$ cat src/logic/fault_pkg.sv
// shared constants and types for the fault escalation block
package fault_pkg;
    localparam int ADDR_W = 32;
    localparam int PRIO_W = 8;
    // fault class codes reported to the prioritisation logic
    typedef enum logic [2:0] {
        FC_NONE,
        FC_SEVERE,
        FC_ACCESS,
        FC_BUS,
        FC_MISUSE
    } fault_class_t;
    // access violation status bit positions
    localparam int AV_INSTR  = 0;
    localparam int AV_DATA   = 1;
    localparam int AV_STACK  = 2;
    localparam int AV_UNSTK  = 3;
    localparam int AV_LAZYFP = 4;
    localparam int AV_W      = 5;
    // bus error status bit positions
    localparam int BE_STACK  = 0;
    localparam int BE_UNSTK  = 1;
    localparam int BE_PREF   = 2;
    localparam int BE_LAZYFP = 3;
    localparam int BE_EXACT  = 4;
    localparam int BE_INEXACT = 5;
    localparam int BE_W      = 6;
    // severe fault status bit positions
    localparam int SF_VECT   = 0;
    localparam int SF_ESCALATION_FLAG_A = 1;
    localparam int SF_W      = 2;
    localparam int MU_W      = 4;
    // reset values
    localparam logic [AV_W-1:0]   AV_RESET   = 5'h00;
    localparam logic [BE_W-1:0]   BE_RESET   = 6'h00;
    localparam logic [SF_W-1:0]   SF_RESET   = 2'h0;
    localparam logic [MU_W-1:0]   MU_RESET   = 4'h0;
    localparam logic [ADDR_W-1:0] ADDR_RESET = 32'h0000_0000;
    // context of the handler now running
    typedef enum logic [2:0] {
        CTX_THREAD,
        CTX_NMI,
        CTX_SEVERE,
        CTX_ACCESS,
        CTX_BUS,
        CTX_MISUSE,
        CTX_OTHER
    } exec_ctx_t;
endpackage

$ cat src/logic/fault_escalation_lockup.sv
// fault classification, status capture, escalation and lockup control
`timescale 1ns/10ps
module fault_escalation_lockup (
    input  wire logic                          clock_i,
    input  wire logic                          reset_n_i,
    input  wire logic                          enable_i,
    // fault sources
    input  wire logic                          vector_bus_err_i,
    input  wire logic                          fetch_bus_err_i,
    input  wire logic                          load_bus_err_i,
    input  wire logic                          store_bus_err_i,
    input  wire logic                          cache_maint_err_i,
    input  wire logic                          stack_bus_err_i,
    input  wire logic                          unstack_bus_err_i,
    input  wire logic                          lazyfp_bus_err_i,
    input  wire logic                          debug_bus_err_i,
    input  wire logic [fault_pkg::AV_W-1:0]    access_viol_i,
    input  wire logic                          never_execute_attribute_i,
    input  wire logic [fault_pkg::MU_W-1:0]    misuse_i,
    input  wire logic [fault_pkg::ADDR_W-1:0]  fault_addr_i,
    // execution context
    input  wire fault_pkg::exec_ctx_t          exec_ctx_i,
    input  wire logic [fault_pkg::PRIO_W-1:0]  cur_prio_i,
    input  wire logic                          nmi_i,
    input  wire logic                          debug_halt_i,
    // configuration
    input  wire logic [fault_pkg::PRIO_W-1:0]  access_prio_i,
    input  wire logic [fault_pkg::PRIO_W-1:0]  bus_prio_i,
    input  wire logic [fault_pkg::PRIO_W-1:0]  misuse_prio_i,
    input  wire logic                          access_en_i,
    input  wire logic                          bus_en_i,
    input  wire logic                          misuse_en_i,
    // software clears, one bit per flag
    input  wire logic [fault_pkg::AV_W-1:0]    av_clear_i,
    input  wire logic [fault_pkg::BE_W-1:0]    be_clear_i,
    input  wire logic [fault_pkg::SF_W-1:0]    sf_clear_i,
    input  wire logic [fault_pkg::MU_W-1:0]    mu_clear_i,
    // outputs
    output fault_pkg::fault_class_t            take_class_o,
    output logic                               pend_async_bus_o,
    output logic                               pend_async_severe_o,
    output logic                               debug_err_o,
    output logic [fault_pkg::AV_W-1:0]         access_violation_status_o,
    output logic [fault_pkg::BE_W-1:0]         bus_error_status_o,
    output logic [fault_pkg::SF_W-1:0]         severe_fault_status_o,
    output logic [fault_pkg::MU_W-1:0]         instruction_misuse_status_o,
    output logic [fault_pkg::ADDR_W-1:0]       access_violation_address_o,
    output logic [fault_pkg::ADDR_W-1:0]       bus_error_address_o,
    output logic                               lockup_o
);
    import fault_pkg::*;

    logic [AV_W-1:0]   av;
    logic [BE_W-1:0]   be;
    logic [SF_W-1:0]   sf;
    logic [MU_W-1:0]   mu;
    logic [ADDR_W-1:0] av_addr;
    logic [ADDR_W-1:0] be_addr;
    logic              lockup;
    logic              lock_from_nmi;
    fault_class_t      take_class;
    logic              pend_bus;
    logic              pend_sev;
    logic              dbg_err;
    logic [AV_W-1:0]   next_av;
    logic [BE_W-1:0]   next_be;
    logic [SF_W-1:0]   next_sf;
    logic [MU_W-1:0]   next_mu;
    logic [ADDR_W-1:0] next_av_addr;
    logic [ADDR_W-1:0] next_be_addr;
    logic              next_lockup;
    logic              next_lock_from_nmi;
    fault_class_t      next_take_class;
    logic              next_pend_bus;
    logic              next_pend_sev;
    logic              next_dbg_err;

    logic [AV_W-1:0] av_raise;
    logic [BE_W-1:0] be_raise;
    logic            av_any;
    logic            be_sync;
    logic            mu_any;
    logic            av_esc;
    logic            av_take;
    logic            be_esc;
    logic            be_take;
    logic            mu_esc;
    logic            mu_take;
    logic            in_handler;
    logic            in_critical;
    logic            exempt;
    logic            any_sync;
    logic            vect_err;

    // pipeline sources; debugger errors never reach exception logic
    always_comb begin
        av_raise = access_viol_i;
        av_raise[AV_INSTR] = access_viol_i[AV_INSTR] | never_execute_attribute_i;
        be_raise = '0;
        be_raise[BE_STACK]  = stack_bus_err_i;
        be_raise[BE_UNSTK]  = unstack_bus_err_i;
        be_raise[BE_PREF]   = fetch_bus_err_i;
        be_raise[BE_LAZYFP] = lazyfp_bus_err_i;
        be_raise[BE_EXACT]  = load_bus_err_i;
        // stores and cache maintenance complete after retirement, so async
        be_raise[BE_INEXACT] = store_bus_err_i | cache_maint_err_i;
        vect_err   = vector_bus_err_i;
        av_any     = |av_raise;
        be_sync    = |be_raise[BE_EXACT:BE_STACK];
        mu_any     = |misuse_i;
        in_handler = exec_ctx_i != CTX_THREAD;
        in_critical = (exec_ctx_i == CTX_NMI) || (exec_ctx_i == CTX_SEVERE);
        // stacking error while entering the bus handler is let through
        exempt     = stack_bus_err_i && (exec_ctx_i == CTX_BUS);
        any_sync   = av_any || be_sync || mu_any || vect_err;
    end

    fault_escalate u_av_esc (
        .raise_i      (av_any),
        .enabled_i    (access_en_i),
        .fault_prio_i (access_prio_i),
        .cur_prio_i   (cur_prio_i),
        .in_handler_i (in_handler),
        .same_kind_i  (exec_ctx_i == CTX_ACCESS),
        .exempt_i     (1'b0),
        .escalate_o   (av_esc),
        .take_o       (av_take)
    );

    fault_escalate u_be_esc (
        .raise_i      (be_sync),
        .enabled_i    (bus_en_i),
        .fault_prio_i (bus_prio_i),
        .cur_prio_i   (cur_prio_i),
        .in_handler_i (in_handler),
        .same_kind_i  (exec_ctx_i == CTX_BUS),
        .exempt_i     (exempt),
        .escalate_o   (be_esc),
        .take_o       (be_take)
    );

    fault_escalate u_mu_esc (
        .raise_i      (mu_any),
        .enabled_i    (misuse_en_i),
        .fault_prio_i (misuse_prio_i),
        .cur_prio_i   (cur_prio_i),
        .in_handler_i (in_handler),
        .same_kind_i  (exec_ctx_i == CTX_MISUSE),
        .exempt_i     (1'b0),
        .escalate_o   (mu_esc),
        .take_o       (mu_take)
    );

    always_comb begin
        // set wins over clear on every sticky flag
        next_av = (av & ~av_clear_i) | av_raise;
        next_be = (be & ~be_clear_i) | be_raise;
        next_mu = (mu & ~mu_clear_i) | misuse_i;
        next_sf = sf & ~sf_clear_i;
        next_av_addr = av_addr;
        next_be_addr = be_addr;
        next_take_class = FC_NONE;
        next_pend_bus = 1'b0;
        next_pend_sev = 1'b0;
        next_dbg_err  = debug_bus_err_i;
        next_lockup = lockup;
        next_lock_from_nmi = lock_from_nmi;
        if (vect_err) begin
            next_sf[SF_VECT] = 1'b1;
        end
        if (av_esc || be_esc || mu_esc) begin
            next_sf[SF_ESCALATION_FLAG_A] = 1'b1;
        end
        // only data and instruction violations carry a meaningful address
        if (av_raise[AV_DATA] || av_raise[AV_INSTR]) begin
            next_av_addr = fault_addr_i;
        end
        // every synchronous bus error names the access that failed
        if (be_sync) begin
            next_be_addr = fault_addr_i;
        end
        // the severe fault outranks the configurable classes
        if (in_critical && any_sync) begin
            next_take_class = FC_NONE;
        end else if (vect_err || av_esc || be_esc || mu_esc) begin
            next_take_class = FC_SEVERE;
        end else if (av_take) begin
            next_take_class = FC_ACCESS;
        end else if (be_take) begin
            next_take_class = FC_BUS;
        end else if (mu_take) begin
            next_take_class = FC_MISUSE;
        end
        // asynchronous errors pend regardless of the running handler
        if (be_raise[BE_INEXACT]) begin
            next_pend_bus = bus_en_i;
            next_pend_sev = !bus_en_i;
        end
        if (lockup) begin
            if (debug_halt_i || (nmi_i && !lock_from_nmi)) begin
                next_lockup = 1'b0;
                next_lock_from_nmi = 1'b0;
            end
        end else if (in_critical && any_sync) begin
            // async pends never lock up, only synchronous faults do
            next_lockup = 1'b1;
            next_lock_from_nmi = exec_ctx_i == CTX_NMI;
        end
    end

    always_ff @(posedge clock_i or negedge reset_n_i) begin
        if (!reset_n_i) begin
            av <= AV_RESET;
            be <= BE_RESET;
            sf <= SF_RESET;
            mu <= MU_RESET;
            av_addr <= ADDR_RESET;
            be_addr <= ADDR_RESET;
            lockup <= 1'b0;
            lock_from_nmi <= 1'b0;
            take_class <= FC_NONE;
            pend_bus <= 1'b0;
            pend_sev <= 1'b0;
            dbg_err <= 1'b0;
        end else if (enable_i) begin
            av <= next_av;
            be <= next_be;
            sf <= next_sf;
            mu <= next_mu;
            av_addr <= next_av_addr;
            be_addr <= next_be_addr;
            lockup <= next_lockup;
            lock_from_nmi <= next_lock_from_nmi;
            take_class <= next_take_class;
            pend_bus <= next_pend_bus;
            pend_sev <= next_pend_sev;
            dbg_err <= next_dbg_err;
        end
    end

    assign take_class_o = take_class;
    assign pend_async_bus_o = pend_bus;
    assign pend_async_severe_o = pend_sev;
    assign debug_err_o = dbg_err;
    assign access_violation_status_o = av;
    assign bus_error_status_o = be;
    assign severe_fault_status_o = sf;
    assign instruction_misuse_status_o = mu;
    assign access_violation_address_o = av_addr;
    assign bus_error_address_o = be_addr;
    assign lockup_o = lockup;
endmodule

$ cat src/logic/fault_escalate.sv
// combinational escalation decision for one configurable fault class
`timescale 1ns/10ps
module fault_escalate (
    input  wire logic                        raise_i,
    input  wire logic                        enabled_i,
    input  wire logic [fault_pkg::PRIO_W-1:0] fault_prio_i,
    input  wire logic [fault_pkg::PRIO_W-1:0] cur_prio_i,
    input  wire logic                        in_handler_i,
    input  wire logic                        same_kind_i,
    input  wire logic                        exempt_i,
    output logic                             escalate_o,
    output logic                             take_o
);
    import fault_pkg::*;

    logic blocked;

    always_comb begin
        // lower numeric value is more urgent; equal priority cannot preempt
        blocked = in_handler_i && (fault_prio_i >= cur_prio_i);
        if (!raise_i) begin
            escalate_o = 1'b0;
        end else if (exempt_i) begin
            escalate_o = 1'b0;
        end else begin
            escalate_o = !enabled_i || same_kind_i || blocked;
        end
        take_o = raise_i && !escalate_o;
    end
endmodule

$ cat config.mk
export PLATFORM = sky130hd
export DESIGN_NAME = fault_escalation_lockup
export DESIGN_NICKNAME = d
export VERILOG_FILES = /design/src/logic/fault_pkg.sv /design/src/logic/fault_escalation_lockup.sv /design/src/logic/fault_escalate.sv
export SDC_FILE = /design/constraint.sdc
export NUM_CORES = 1
export LEC_CHECK = 0
export BUFFER_PORTS_ARGS = -buffer_cell sky130_fd_sc_hd__buf_2
export CAP_MARGIN = 15
export CORE_UTILIZATION = 35
export DETAILED_ROUTE_END_ITERATION = 8
export PLACE_DENSITY = 0.62
export SLEW_MARGIN = 15
export SYNTH_ARGS = -nofsm -noshare
export SYNTH_HDL_FRONTEND = slang
export SYNTH_SLANG_ARGS = --single-unit
$ cat constraint.sdc
create_clock -name clock_i -period 2.3 [get_ports clock_i]
set_input_delay 0.69 -clock clock_i [delete_from_list [all_inputs] [get_ports clock_i]]
set_output_delay 0.69 -clock clock_i [all_outputs]
set_load 0.01 [all_outputs]
==> summary.md, run 1 <==
| Metric | Value |
|---|---|
| Gpl congestion | `0.783` |
| Max-cap violations | `0` |
| CP Launch Type | `primary input` |
| Grt total ovfl | `0` |
| N_diodes | `0` |
| Total global-route track usage | `0.183` |
| Vias | `3363` |
| Cts bufs inserted | `9` |
| DR vias/cell | `4.81` |
| Setup CP Type | `in2reg` |
| Antenna violations before repair | `0` |
| Final wirelength | `10700 um` |
| Pwr dens | `709 nW/um^2` |
| Sequential fraction of the synthesis area | `0.536` |
| Clock Pin Slew Worst Setup and Hold Paths | `0.06 ns` |
| Final net count | `687` |
| Hold crit path type | `in2async` |
| Top post-synthesis cells by area | `dfrtp_1, mux2_2, ha_1, a22o_1, nand2_1` |
| Syn avg cell area | `12.8 sq um` |
| CTS Buffer Depth | `2` |
| Peak supply drop | `528 uV` |
| Synth cell count leaders | `dfrtp_1, mux2_2, nand2_1` |
| Failing checks | `negative setup slack` |
| Count leader, synth | `dfrtp_1` |
| Die X | `111 um` |
| CP Data Arrival Time | `2.63 ns` |
| Cell variety after synth | `42` |
| Hold slack final | `0.291 ns` |
| Number of remaining DRC errors | `0` |
| Number of flops mapped to enable cells by yosys | `0` |
| Final HPWL DP | `8280 um` |
| Layout Area Growth over Synthesis | `46.2%` |
| Global-route wire length before repair | `17800 um` |
| H-tree level count | `3` |
| Top FF cell, synth | `dfrtp_1` |
| Die Y | `111 um` |
| Fmax | `0.414 GHz` |
| Clk Latency, worst-skew pair | `0.33 ns` |
| R2R cell count | `5` |
| CP Capture Type | `flop` |
| Final Hold Vio Count | `0` |
| Synth Net Count | `460` |
| Crit path required time | `2.51 ns` |
| Final max-slew violation count | `0` |
| Iter 0 DRT Violations | `101` |
| Full die area | `12300 sq um` |
| Top-area cell type share of the netlist area | `0.536` |
| DR WL/cell | `15.3 um` |
| Mapped cell area | `4150 sq um` |
| Status | `complete, but fails checks` |
| Port Buffers | `198` |
| RSZ-0062 raised after global routing | `true` |
| Vias in the first global route | `3615` |
| Final cell utilization of the core | `0.529` |
| Yosys warns | `0` |
| Antenna viol nets, final | `0` |
| Root Buffer | `clkbuf_16` |
| CP max FO | `3` |
| Initial Utilization | `0.362` |
| Post-layout min period | `2.42 ns` |
| Final setup viols | `4` |
| Core box area | `11500 sq um` |
| Share of layout cells above drive strength 1 | `0.613` |
| #FFs+latches synth | `89` |
| Synth async-reset ratio | `1.00` |
| First-pass DRT Iterations | `4` |
| Slew @ Worst Pin | `0.419 ns` |
| Slew headroom | `0.721` |
| Post-synth top area cell | `dfrtp_1` |
| Largest net degree at the start of global routing | `47` |
| Final period util | `1.05` |
| Rows | `39` |
| CTS sink cnt | `89` |
| Clk_skew | `0.00000572 ns` |
| P_leak | `3.03 nW` |
| Setup ws final | `-0.116 ns` |
| Synth Instances | `325` |
| I/O pins | `199` |
| CTS tree | `yes` |
## flip-flops by register name, summed over array words and instances, names as in the netlist, 2 cells and up
signal	flops
access_violation_address_o	32
access_violation_status_o	5
severe_fault_status_o	2
instruction_misuse_status_o	4
bus_error_address_o	32
bus_error_status_o	6
take_class_o	3
## layer usage
| metal | global-route usage | share of wire | vias to the layer above |
|---|---|---|---|
| li1 | - | - | 1629 |
| met1 | 0.207 | 0.39 | 1612 |
| met2 | 0.320 | 0.52 | 108 |
| met3 | 0.0634 | 0.072 | 14 |
| met4 | 0.0622 | 0.019 | 0 |
| met5 | 0 | 0 | - |
## critical path, cell delays in order
cell,delay (ns)
buf_8,0.10
buf_6,0.11
ha_4,0.20
nand2b_4,0.13
a2111o_1,0.39
a31oi_4,0.21
o21ai_2,0.09
a221oi_4,0.30
buf_4,0.16
nand2_2,0.03
a22o_1,0.21
## cells in the final DEF (no fill, tap or decap), types with 3 or more instances in the layout
| cell type | n |
|---|---|
| buf_2 | 194 |
| dfrtp_1 | 89 |
| mux2_2 | 67 |
| nand2_1 | 30 |
| buf_4 | 27 |
| ha_1 | 18 |
| a22o_1 | 15 |
| inv_1 | 9 |
| nand2b_1 | 9 |
| clkbuf_16 | 9 |
| nor2_1 | 8 |
| o21ai_0 | 6 |
| a21oi_1 | 6 |
| ha_4 | 5 |
| nand3_1 | 4 |
| buf_12 | 3 |
## what timing repair did
action	CTS	global route
resized for setup	10	15
setup endpoints to repair	4	5
pin swaps	10	16
buffers inserted	1	0
hold buffers	0	0
## per-stage QoR
step	power (mW)	std cells	instance area (sq um)	setup TNS, ns	setup WS (ns)
after floorplan	2.29	325	4240	-0.650	-0.191
after global placement	2.72	683	5620	-3.13	-0.671
after detailed placement	2.75	683	5620	-3.37	-0.728
after CTS	4.35	699	5980	-0.553	-0.170
after global routing	4.53	699	6070	-0.672	-0.194
final	4.30	699	6070	-0.366	-0.116
## final timing paths
path                                                        start                                         end  slack [ns]
worst max-delay path                                cur_prio_i[0]        severe_fault_status_o[1]$_DFFE_PN0P_       -0.12
worst min-delay path                                    reset_n_i  access_violation_address_o[31]$_DFFE_PN0P_        0.29
worst max register to register          lock_from_nmi$_DFFE_PN0P_                   lock_from_nmi$_DFFE_PN0P_        1.06
worst min register to register  bus_error_status_o[5]$_DFFE_PN0P_           bus_error_status_o[5]$_DFFE_PN0P_        0.46
max in group asynchronous                               reset_n_i         bus_error_address_o[15]$_DFFE_PN0P_        1.44
min in group clock_i            bus_error_status_o[5]$_DFFE_PN0P_           bus_error_status_o[5]$_DFFE_PN0P_        0.46
## area by class of cell
type	count	area [sq um]
fillers	982	5400
flip-flops and latches	89	2230
multi-input cells	211	2000
repair buffers	227	1270
clock buffers	11	243
well taps	143	179
clock inverters	4	76.3
inverters	14	71.3
## power by group
part	total (mW)	internal (mW)	switching [mW]	leakage (nW)
logic	0.911	0.471	0.440	1.84
registers	1.83	1.74	0.0889	1.04
clock network	1.56	0.979	0.580	0.152
total	4.30	3.20	1.11	3.03
## logic make-up after synthesis
family	count (synthesis)	synth area share
flip-flops	89	0.536
multiplexers	67	0.182
AO/OA/AOI/OAI	51	0.102
adder cells (fa/ha/maj)	24	0.0723
AND/OR/NAND/NOR	69	0.0847
buffers and inverters	25	0.0229
No activity file was read; power rests on OpenSTA's default activity.
==> inputs of run 2 (changes only) <==
RECOVER_POWER = 50   (was default)
==> summary.md, run 2 (synthesis results as in run 1) <==
| Metric | Value |
|---|---|
| Status | `complete, but fails checks (unchanged)` |
| Failing checks | `max-capacitance violations, max-slew violations, negative setup slack (was negative setup slack)` |
| Final Hold Vio Count | `0 (unchanged)` |
| I/O pins | `199 (unchanged)` |
| Largest net degree at the start of global routing | `47 (unchanged)` |
| Hold crit path type | `reg2reg (was in2async)` |
| Clk pwr share | `0.364 (was 0.362)` |
| Max-cap violations | `1 (was 0)` |
| Clk_skew | `0.00000572 ns (unchanged)` |
| First-pass DRT Iterations | `4 (unchanged)` |
| CP Launch Type | `primary input (unchanged)` |
| Final cell utilization of the core | `0.525 (was 0.529)` |
| Slew @ Worst Pin | `1.65 ns (was 0.419 ns)` |
| DR vias/cell | `4.84 (was 4.81)` |
| R2r startpoint | `lock_from_nmi$_DFFE_PN0P_ (unchanged)` |
| Tot Pwr | `4.29 mW (was 4.30 mW)` |
| CTS tree | `yes (unchanged)` |
| DR WL/cell | `15.4 um (was 15.3 um)` |
| Post-layout min period | `2.42 ns (about the same)` |
| Setup ws final | `-0.116 ns (about the same)` |
| FILL cells | `997 (was 982)` |
| Uppermost routed layer | `met4 (unchanged)` |
| CP Capture Type | `flop (unchanged)` |
| Met2 wire len | `5560 um (about the same)` |
| Grt total ovfl | `0 (unchanged)` |
| Die Y | `111 um (unchanged)` |
| Dpl cells | `683 (unchanged)` |
| Commonest non-fill, non-tap cell in the layout | `buf_2 (unchanged)` |
| Peak supply drop | `527 uV (was 528 uV)` |
| Vias in the first global route | `3615 (unchanged)` |
| Share of layout cells above drive strength 1 | `0.568 (was 0.613)` |
| H-tree level count | `3 (unchanged)` |
| Port Buffers | `198 (unchanged)` |
| Non-Filler Instances | `699 (unchanged)` |
| Global-route wire length before repair | `17800 um (unchanged)` |
| CTS Buffer Depth | `2 (unchanged)` |
| Crit path required time | `2.51 ns (about the same)` |
| Pwr dens | `712 nW/um^2 (was 709 nW/um^2)` |
| Clock Pin Slew Worst Setup and Hold Paths | `0.06 ns (about the same)` |
| Gpl congestion | `0.783 (unchanged)` |
| Initial Utilization | `0.362 (unchanged)` |
| Antenna violations before repair | `0 (unchanged)` |
| R2R setup slack | `1.05 ns (was 1.06 ns)` |
| Final max-slew violation count | `33 (was 0)` |
| Hold_sp | `bus_error_status_o[5]$_DFFE_PN0P_` |
| Most frequent cells in the layout | `buf_2, dfrtp_1, mux2_2 (unchanged)` |
| WHS Endpoint | `bus_error_status_o[5]$_DFFE_PN0P_` |
| Final wirelength | `10800 um (was 10700 um)` |
| Logic gate share of total power | `0.209 (was 0.212)` |
| Final HPWL DP | `8280 um (unchanged)` |
| Rows | `39 (unchanged)` |
| Clk Latency, worst-skew pair | `0.33 ns (about the same)` |
| NetSw | `1.11 mW (about the same)` |
| Die X | `111 um (unchanged)` |
| CTS sink cnt | `89 (unchanged)` |
| Root Buffer | `clkbuf_16 (unchanged)` |
| Wire length on met3 | `767 um (was 775 um)` |
| Layout Area Growth over Synthesis | `45.0% (was 46.2%)` |
| CP Data Arrival Time | `2.63 ns (about the same)` |
| RSZ-0062 raised after global routing | `true (unchanged)` |
| Full die area | `12300 sq um (unchanged)` |
| Fmax | `0.414 GHz (about the same)` |
| Number of remaining DRC errors | `0 (unchanged)` |
| Final period util | `1.05 (about the same)` |
| CP max FO | `3 (unchanged)` |
| Final setup viols | `4 (unchanged)` |
| Seq pwr share | `0.428 (was 0.426)` |
| Slew headroom | `-0.0977 (was 0.721)` |
| R2R cell count | `5 (unchanged)` |
| Metal-1 WL | `4200 um (was 4180 um)` |
| Vias | `3380 (was 3363)` |
| WHS Path Cells | `2` |
| Cts bufs inserted | `9 (unchanged)` |
| Core box area | `11500 sq um (unchanged)` |
| Hold slack final | `0.463 ns (was 0.291 ns)` |
| N_diodes | `0 (unchanged)` |
| Iter 0 DRT Violations | `99 (was 101)` |
| R2R Path End | `lock_from_nmi$_DFFE_PN0P_ (unchanged)` |
| Antenna viol nets, final | `0 (unchanged)` |
| Total global-route track usage | `0.183 (unchanged)` |
| Sw Ratio | `0.259 (was 0.258)` |
| Setup CP Type | `in2reg (unchanged)` |
| Final net count | `687 (unchanged)` |
| P_leak | `2.95 nW (was 3.03 nW)` |
| Internal | `3.18 mW (was 3.20 mW)` |
run 2: changes by cell type in the layout (fill, tap and decap cells not counted):
| cell | before | now |
|---|---|---|
| buf_2 | 194 | 171 |
| buf_4 | 27 | 24 |
| clkbuf_1 | 1 | 26 |
| buf_6 | 2 | 3 |
| clkbuf_2 | 0 | 1 |
| buf_12 | 3 | 2 |
run 2: how the worst max path moves through the flow:
stage                          start                                    to  cells past startpoint
floorplan           misuse_prio_i[0]           take_class_o[1]$_DFFE_PN0P_                      9
global placement       cur_prio_i[0]           take_class_o[1]$_DFFE_PN0P_                      9
detailed placement     cur_prio_i[0]           take_class_o[1]$_DFFE_PN0P_                      9
CTS                    cur_prio_i[0]           take_class_o[1]$_DFFE_PN0P_                     10
global route           cur_prio_i[0]  severe_fault_status_o[1]$_DFFE_PN0P_                     11
finish                 cur_prio_i[0]  severe_fault_status_o[1]$_DFFE_PN0P_                     11
run 2: power groups by stage:
stage | clock network [mW] | logic (mW) | registers [mW]
2_1_floorplan | 0 | 0.347 | 1.94
3_5_place_dp | 0 | 0.888 | 1.86
3_3_place_gp | 0 | 0.867 | 1.85
6_report | 1.56 | 0.895 | 1.83
5_1_grt | 1.66 | 0.988 | 1.86
4_1_cts | 1.61 | 0.902 | 1.83
run 2: final cells by class:
| class | instances | area, sq um | area share |
|---|---|---|---|
| inverter | 14 | 71.3 | 0.0118 |
| multi-input combinational | 211 | 2000 | 0.332 |
| sequential | 89 | 2230 | 0.370 |
| clock inverter | 4 | 76.3 | 0.0127 |
| clock buffer | 11 | 243 | 0.0403 |
| tap | 143 | 179 | 0.0297 |
| timing repair buffer | 227 | 1220 | 0.203 |
run 2: per-stage QoR:
stage                     setup TNS (ns)  setup WS, ns  instance area [sq um]
after global placement             -3.13        -0.671                   5620
after detailed placement           -3.37        -0.728                   5620
after global routing              -0.672        -0.194                   6020
final                             -0.367        -0.116                   6020
after floorplan                   -0.650        -0.191                   4240
after CTS                         -0.553        -0.170                   5980
run 2: per-layer routing:
metal | track usage | up-vias
met1 | 0.207 | 1626
met2 | 0.320 | 110
met5 | 0 | -
li1 | - | 1627
met4 | 0.0622 | 0
met3 | 0.0634 | 17
run 2: worst max-delay path, cell delays in order:
cell,delay [ns]
buf_8,0.10
buf_6,0.11
ha_4,0.20
nand2b_4,0.13
a2111o_1,0.39
a31oi_4,0.21
o21ai_2,0.09
a221oi_4,0.30
buf_4,0.16
nand2_2,0.03
a22o_1,0.21
run 2: repair_timing:
item / 4_1_cts / 5_1_grt
gates resized for setup: 10 / 15
pin swaps: 10 / 16
setup endpoints to repair: 4 / 5
buffers inserted: 1 / 0
hold buffers: 0 / 0
